$ cat config.mk
export PLATFORM = sky130hd
export DESIGN_NAME = ddmas_core
export DESIGN_NICKNAME = d
export VERILOG_FILES = /design/src/ddmas_flag.v /design/src/ddmas_core.v
export VERILOG_INCLUDE_DIRS = /design/src
export SDC_FILE = /design/constraint.sdc
export NUM_CORES = 1
export LEC_CHECK = 0
export BUFFER_PORTS_ARGS = -buffer_cell sky130_fd_sc_hd__buf_2
export CAP_MARGIN = 30
export CORE_MARGIN = 3
export CORE_UTILIZATION = 60
export CTS_BUF_LIST = sky130_fd_sc_hd__clkbuf_4
export DETAILED_ROUTE_END_ITERATION = 7
export PLACE_DENSITY = 0.88
export SLEW_MARGIN = 10
export SYNTH_ARGS = -nofsm -noshare
export SYNTH_HDL_FRONTEND = slang
export SYNTH_HIERARCHICAL = 1
export SYNTH_SLANG_ARGS = --single-unit
$ cat constraint.sdc
create_clock -name mclk -period 3.5 [get_ports mclk]
set_input_delay 0.35 -clock mclk [delete_from_list [all_inputs] [get_ports mclk]]
set_output_delay 0.35 -clock mclk [all_outputs]
set_load 0.01 [all_outputs]
$ cat src/ddmas_regs.vh
`ifndef DDMAS_REGS_VH
`define DDMAS_REGS_VH

// register offsets inside the 16-byte i/o window
`define DDMAS_OFS_PAGE      4'h2
`define DDMAS_OFS_COUNT_LO  4'h4
`define DDMAS_OFS_COUNT_HI  4'h5
`define DDMAS_OFS_STATCMD   4'h8
`define DDMAS_OFS_SWREQ     4'h9
`define DDMAS_OFS_MODE      4'hb
`define DDMAS_OFS_MCLEAR    4'hd
`define DDMAS_OFS_MASK      4'hf

// reset values
`define DDMAS_PAGE_RST      8'h00
`define DDMAS_COUNT_RST     16'h0000
`define DDMAS_MODE_RST      8'h00
`define DDMAS_MASK_RST      1'b1

// field positions
`define DDMAS_CMD_DIS_BIT   2
`define DDMAS_MODE_SEL_HI   7
`define DDMAS_MODE_SEL_LO   6
`define DDMAS_MODE_RW_MASK  6'h3c

// transfer mode select encodings
`define DDMAS_XMODE_DEMAND  2'b00
`define DDMAS_XMODE_SINGLE  2'b01
`define DDMAS_XMODE_BLOCK   2'b10

// count decrements per transfer
`define DDMAS_DEC_8BIT      16'h0001
`define DDMAS_DEC_16BIT     16'h0002

// misc constants
`define DDMAS_ZERO8         8'h00
`define DDMAS_ZERO16        16'h0000
`define DDMAS_NIBBLE_ONES   4'hf
`define DDMAS_NIBBLE_ZERO   4'h0

`endif

$ cat src/ddmas_flag.v
`timescale 1ns/100ps
// sticky flag: set wins over clear, cleared also by channel reset
module ddmas_flag (
	mclk,
	rst_b,
	set_i,
	clr_i,
	flag_q
);
	input  wire mclk;
	input  wire rst_b;
	input  wire set_i;
	input  wire clr_i;
	output reg  flag_q;

	// a set in the clearing cycle is kept so no terminal count is lost
	always @(posedge mclk or negedge rst_b) begin
		if (!rst_b) begin
			flag_q <= 1'b0;
		end else if (set_i) begin
			flag_q <= 1'b1;
		end else if (clr_i) begin
			flag_q <= 1'b0;
		end
	end
endmodule // ddmas_flag

$ cat src/ddmas_core.v
`timescale 1ns/100ps
`include "ddmas_regs.vh"

module ddmas_core (
	mclk,
	rst_b,
	io_addr,
	io_wr,
	io_rd,
	io_wdata,
	io_rdata,
	card_transfer_request,
	xfer_done,
	xfer_16bit,
	chan_reset,
	svc_request_q,
	controller_enabled_q,
	addr_upper_q,
	terminal_count_q
);
	input  wire        mclk;
	input  wire        rst_b;
	input  wire [3:0]  io_addr;                // byte offset within the i/o window
	input  wire        io_wr;                  // one-cycle write strobe
	input  wire        io_rd;                  // one-cycle read strobe
	input  wire [7:0]  io_wdata;
	output reg  [7:0]  io_rdata;
	input  wire        card_transfer_request;  // card request level
	input  wire        xfer_done;              // one pulse per data transfer
	input  wire        xfer_16bit;             // 1 = 16-bit transfer mode
	input  wire        chan_reset;             // channel reset pulse
	output reg         svc_request_q;          // request to be serviced
	output reg         controller_enabled_q;
	output reg  [7:0]  addr_upper_q;           // address lines 23..16
	output reg         terminal_count_q;       // one-cycle pulse on count expiry

	reg  [7:0]  transfer_page_q;
	reg  [15:0] transfer_count_q;
	reg         controller_disable_bit_q;
	reg  [1:0]  transfer_mode_select_q;
	reg  [5:0]  mode_other_q;
	reg         socket_request_mask_q;
	reg         sw_request_q;
	reg  [15:0] count_d;
	reg  [15:0] dec_amt;
	reg  [7:0]  rdata_d;
	wire [3:0]  terminal_count_flags;
	wire        wr_page;
	wire        wr_cnt_lo;
	wire        wr_cnt_hi;
	wire        wr_cmd;
	wire        wr_swreq;
	wire        wr_mode;
	wire        wr_mask;
	wire        wr_mclear;
	wire        rd_status;
	wire        ch_clear;
	wire        active;
	wire        tc_hit;

	// address decode of the write and read strobes
	assign wr_page   = io_wr && (io_addr == `DDMAS_OFS_PAGE);
	assign wr_cnt_lo = io_wr && (io_addr == `DDMAS_OFS_COUNT_LO);
	assign wr_cnt_hi = io_wr && (io_addr == `DDMAS_OFS_COUNT_HI);
	assign wr_cmd    = io_wr && (io_addr == `DDMAS_OFS_STATCMD);
	assign wr_swreq  = io_wr && (io_addr == `DDMAS_OFS_SWREQ);
	assign wr_mode   = io_wr && (io_addr == `DDMAS_OFS_MODE);
	assign wr_mask   = io_wr && (io_addr == `DDMAS_OFS_MASK);
	assign wr_mclear = io_wr && (io_addr == `DDMAS_OFS_MCLEAR);
	assign rd_status = io_rd && (io_addr == `DDMAS_OFS_STATCMD);
	assign ch_clear  = chan_reset || wr_mclear;
	assign active    = !controller_disable_bit_q;

	// count reaches zero on a transfer while enabled
	assign tc_hit = active && xfer_done && (transfer_count_q <= dec_amt);

	// count next value: register write beats a transfer in the same cycle
	always @* begin
		dec_amt = xfer_16bit ? `DDMAS_DEC_16BIT : `DDMAS_DEC_8BIT;
		count_d = transfer_count_q;
		if (active && xfer_done) begin
			if (transfer_count_q <= dec_amt) begin
				count_d = `DDMAS_ZERO16;
			end else begin
				count_d = transfer_count_q - dec_amt;
			end
		end
		if (wr_cnt_lo) begin
			count_d = {transfer_count_q[15:8], io_wdata};
		end
		if (wr_cnt_hi) begin
			count_d = {io_wdata, transfer_count_q[7:0]};
		end
	end

	// programmable registers; master clear restores all of them
	always @(posedge mclk or negedge rst_b) begin
		if (!rst_b) begin
			transfer_page_q          <= `DDMAS_PAGE_RST;
			transfer_count_q         <= `DDMAS_COUNT_RST;
			controller_disable_bit_q <= 1'b0;
			transfer_mode_select_q   <= `DDMAS_XMODE_DEMAND;
			mode_other_q             <= 6'h00;
			socket_request_mask_q    <= `DDMAS_MASK_RST;
			sw_request_q             <= 1'b0;
		end else if (wr_mclear) begin
			transfer_page_q          <= `DDMAS_PAGE_RST;
			transfer_count_q         <= `DDMAS_COUNT_RST;
			controller_disable_bit_q <= 1'b0;
			transfer_mode_select_q   <= `DDMAS_XMODE_DEMAND;
			mode_other_q             <= 6'h00;
			socket_request_mask_q    <= `DDMAS_MASK_RST;
			sw_request_q             <= 1'b0;
		end else begin
			if (wr_page) begin
				transfer_page_q <= io_wdata;
			end
			transfer_count_q <= count_d;
			if (wr_cmd) begin
				controller_disable_bit_q <= io_wdata[`DDMAS_CMD_DIS_BIT];
			end
			if (wr_mode) begin
				transfer_mode_select_q <= io_wdata[`DDMAS_MODE_SEL_HI:`DDMAS_MODE_SEL_LO];
				mode_other_q           <= io_wdata[5:0] & `DDMAS_MODE_RW_MASK;
			end
			if (wr_mask) begin
				socket_request_mask_q <= io_wdata[0];
			end
			// soft requests stay on until the count expires, a channel reset or a master clear
			if (wr_swreq) begin
				sw_request_q <= 1'b1;
			end else if (tc_hit || chan_reset) begin
				sw_request_q <= 1'b0;
			end
		end
	end

	// one sticky terminal count bit per status position, all set together
	genvar gi;
	generate
		for (gi = 0; gi < 4; gi = gi + 1) begin : g_tc
			ddmas_flag u_tc (
				.mclk   (mclk),
				.rst_b  (rst_b),
				.set_i  (tc_hit),
				.clr_i  (rd_status || ch_clear),
				.flag_q (terminal_count_flags[gi])
			);
		end
	endgenerate

	// read mux; reserved and write-only locations read zero
	always @* begin
		rdata_d = `DDMAS_ZERO8;
		case (io_addr)
			`DDMAS_OFS_PAGE:     rdata_d = transfer_page_q;
			`DDMAS_OFS_COUNT_LO: rdata_d = transfer_count_q[7:0];
			`DDMAS_OFS_COUNT_HI: rdata_d = transfer_count_q[15:8];
			`DDMAS_OFS_STATCMD: begin
				// request bits track the raw line, mask not applied
				rdata_d = {card_transfer_request ? `DDMAS_NIBBLE_ONES
				          : `DDMAS_NIBBLE_ZERO, terminal_count_flags};
			end
			`DDMAS_OFS_MODE:     rdata_d = {transfer_mode_select_q, mode_other_q};
			`DDMAS_OFS_MASK:     rdata_d = {7'h00, socket_request_mask_q};
			default:             rdata_d = `DDMAS_ZERO8;
		endcase
	end

	// registered outputs; read data lands one cycle after the strobe
	always @(posedge mclk or negedge rst_b) begin
		if (!rst_b) begin
			io_rdata             <= `DDMAS_ZERO8;
			svc_request_q        <= 1'b0;
			controller_enabled_q <= 1'b0;
			addr_upper_q         <= `DDMAS_ZERO8;
			terminal_count_q     <= 1'b0;
		end else begin
			io_rdata <= io_rd ? rdata_d : `DDMAS_ZERO8;
			// card requests pass only when unmasked; soft ones only in block mode
			svc_request_q <= active &&
				((card_transfer_request && !socket_request_mask_q) ||
				 (sw_request_q &&
				  (transfer_mode_select_q == `DDMAS_XMODE_BLOCK)));
			controller_enabled_q <= active;
			// 16-bit mode drops page bit 0, address bit 16 comes from the word address
			addr_upper_q <= xfer_16bit ? {transfer_page_q[7:1], 1'b0}
			                           : transfer_page_q;
			terminal_count_q <= tc_hit;
		end
	end
endmodule // ddmas_core

==> parameters.txt <==
Parameter                              Value

Final layout
  Number of nets in the layout    377
  Count of placed standard cells in the final layout, fillers left out    422
  Sequential cell area    1400 um^2
  Fraction of layout instances using a drive strength above 1    18.6%
  Number of diodes    0
  Post-synthesis to final-layout area growth    9.14%
  Multi-input logic area    1550 um^2
  Filler cell count    395

Route
  Number of violations reported at the end of detailed-routing iteration 0    325
  DRT Pass-1 Iters    5
  Routed vias    2780
  Post-DR wirelength/cell    19.3 um
  Total length of routed wires    8140 um
  Via density per instance    6.59
  Post-detailed-route DRC marker count    0
  Post-route ant nets    0

GRT
  First-pass GRT wire length    13200 um
  Number of global-route vias before repair    2553
  Initial antenna violation count    0
  Maximum number of pins on one net before global-route repair    31
  Total routing usage reported by global routing    27.9%
  Overall overflow remaining after global route    0

Yosys
  Number of distinct standard cells referenced by the synthesized netlist    66
  Fraction of registers with async set/reset    100%
  Top cells by area in the synthesized netlist    sky130_fd_sc_hd__dfrtp_1 (45%), sky130_fd_sc_hd__nor2_1 (3.9%), sky130_fd_sc_hd__mux2i_1 (3.6%)
  Cell Area, Synth    3080 um^2
  Share of synthesized area occupied by flip-flops and latches    45.6%
  Most repeated cell in the gate-level netlist after synthesis    sky130_fd_sc_hd__dfrtp_1
  Area share of the leading cell type in the synthesized netlist    44.7%
  Synthesis-stage register bit count    56
  Synth cell count leaders    sky130_fd_sc_hd__dfrtp_1 (55), sky130_fd_sc_hd__nor2_1 (32), sky130_fd_sc_hd__nand2_1 (29)
  Nets in the synthesized netlist    347
  Post-synth EDFFs    0
  Total of warnings raised by yosys    6
  Post-synthesis area per instance    9.50 um^2
  Cells after synthesis    324
  Synth area leader    sky130_fd_sc_hd__dfrtp_1
  Most frequently used flop master after synthesis    sky130_fd_sc_hd__dfrtp_1

STA
  Setup TNS    0 ps
  Final hold vios    0
  Count of endpoints failing setup in the final report    0
  Part of the cycle the worst path needs    86.4%
  Worst Max-Slew Pin Slew    762 ps
  Max-slew violations    0
  Worst slew margin relative to its limit    48.8%
  Post-route clock skew    25.7 ps
  Peak clock frequency supported by timing    331 MHz
  Clock period minus final worst setup slack    3020 ps
  Unrepaired setup endpoints after global routing    false

Critical path
  Worst EP arrival    3290 ps
  R2R setup slack    480 ps
  Setup CP Type    reg -> reg
  Required @ worst endpoint    3760 ps
  Startpoint class of the critical path    flop
  Worst flop-to-flop path startpoint    transfer_count_q[0]
  Category of the worst setup path capture point    flop
  R2R cell count    9
  Maximum fanout along the worst path    5
  Reg2Reg Capture Point    transfer_count_q[10]
  Start point of the critical path    transfer_count_q[0]

Placement
  Detailed placement HPWL    5810 um
  Cell count after placement    412
  Weighted congestion reported at the end of routability-driven placement    0.965
  Number of port buffers    38

Floorplanning
  Rows    25
  Die H    77.6 um
  Area of the die    6030 um^2
  Core footprint    4850 um^2
  IO Pins    39
  Starting density of the core    63.5%
  Width of the die    77.6 um

Status
  Status    completed

Power
  Leak pwr    1.61 nW
  Power density normalized to cell area    549 nW/um^2
  IR Drop Worst-Case VDD    0.000363 V

Clocking
  TritonCTS clock tree    built
  Post-CTS sizing    0
  Buffer depth of the longest clock path    2
  Number of buffers inserted during clock tree synthesis    5
  Clock sinks    56
  Clock-pin slew reported for the worst setup and hold paths after clock tree synthesis    170 ps
  Total number of H-tree levels    2
  Later-pin clock latency in the skew report    390 ps
  Root buffer cell    sky130_fd_sc_hd__clkbuf_4

Min path
  Cell depth of the worst hold path    2
  End point of the worst hold path    addr_upper_q[0]
  Classification of the worst-slack hold path    in -> reg
  Startpoint of the worst hold path    xfer_16bit

Job
  Reported max-cap violation count    0
-- per-layer routing --
metal | vias up | global-route usage [%] | wire (um)
met5 | - | 0 | 0
met4 | 0 | 12.8 | 267
met3 | 28 | 4.87 | 816
met2 | 181 | 43.1 | 3730
met1 | 1315 | 38.4 | 3330
li1 | 1256 | - | -
-- timing repair --
| item | 4_1_cts | 5_1_grt |
|---|---|---|
| endpoints found under the hold margin | 29 | 0 |
| setup buffers | 0 | 0 |
| hold buffers | 1 | 0 |
-- worst max path at each step --
stage | end | slack [ps] | cells after the start
3_3_place_gp | transfer_count_q[10] | 540 | 10
4_1_cts | transfer_count_q[10] | 510 | 9
2_1_floorplan | transfer_count_q[10] | 760 | 9
3_5_place_dp | transfer_count_q[10] | 410 | 10
6_report | transfer_count_q[10] | 480 | 9
5_1_grt | transfer_count_q[10] | 300 | 9
-- through the flow --
step / total power (W) / util [%] / setup WS [ps] / area (um^2) / hold WS (ps)
3_3_place_gp: 0.00152 / 67.7 / 539 / 3280 / 399
5_1_grt: 0.00195 / 69.3 / 304 / 3360 / 86.6
3_5_place_dp: 0.00154 / 67.7 / 412 / 3280 / 396
2_1_floorplan: 0.00134 / - / 760 / 3080 / 54.4
4_1_cts: 0.00183 / 69.2 / 506 / 3360 / 87.8
6_report: 0.00185 / 69.3 / 476 / 3360 / 99.2
-- placed cells by master (no fill, tap or decap), types with 5 or more instances in the layout --
master and instances:
sky130_fd_sc_hd__a32o_1 6, sky130_fd_sc_hd__nand3_1 13, sky130_fd_sc_hd__a31oi_1 6, sky130_fd_sc_hd__a22o_1 5
sky130_fd_sc_hd__dfrtp_1 55, sky130_fd_sc_hd__nor2_1 32, sky130_fd_sc_hd__a21o_1 9, sky130_fd_sc_hd__a21oi_1 13
sky130_fd_sc_hd__inv_1 13, sky130_fd_sc_hd__mux2i_1 11, sky130_fd_sc_hd__nand2_1 29, sky130_fd_sc_hd__o21ai_0 8
sky130_fd_sc_hd__buf_2 39, sky130_fd_sc_hd__nor3_1 8, sky130_fd_sc_hd__clkbuf_4 5, sky130_fd_sc_hd__nor2b_1 9
sky130_fd_sc_hd__or3_1 6
-- layout make-up --
class / instances / share of cell area [%]
clock buffer: 5 / 1.12
clock inverter: 3 / 0.707
inverter: 13 / 1.45
multi-input combinational: 237 / 46.2
sequential: 56 / 41.7
tap: 67 / 2.49
timing repair buffer: 41 / 6.33
-- critical path, stage by stage, from the launching register on --
cell                        delay (ps)
sky130_fd_sc_hd__dfrtp_1           440
sky130_fd_sc_hd__inv_1              70
sky130_fd_sc_hd__ha_1              190
sky130_fd_sc_hd__inv_1              70
sky130_fd_sc_hd__fa_1              440
sky130_fd_sc_hd__or3_1             420
sky130_fd_sc_hd__or2_1             300
sky130_fd_sc_hd__or4_1             400
sky130_fd_sc_hd__a2111oi_0         470
sky130_fd_sc_hd__nor4_1            110
-- cell families (layout without fill, tap and decap cells) --
logic type,count (synthesis),after routing,share of synthesized area [%]
multiplexers,11,11,3.58
buffers and inverters,31,62,4.06
AO/OA/AOI/OAI,88,88,22.1
XOR/XNOR,2,2,0.569
adder cells (fa/ha/maj),3,3,1.46
flip-flops,56,56,45.6
AND/OR/NAND/NOR,133,133,22.6
-- state kept, by name, summed over array words and instances (netlist names), 2 cells and up --
name	count
mode_other_q	4
addr_upper_q	8
transfer_mode_select_q	2
transfer_count_q	16
io_rdata	8
g_tc.u_tc/flag_q	4
transfer_page_q	8
-- power by group --
| group | internal, W | leakage, nW | switching, W |
|---|---|---|---|
| logic | 0.000255 | 0.857 | 0.000354 |
| clock network | 0.0000795 | 0.0274 | 0.000207 |
| registers | 0.000776 | 0.729 | 0.000174 |
| total | 0.00111 | 1.61 | 0.000735 |
(Power assumes the default switching activity.)
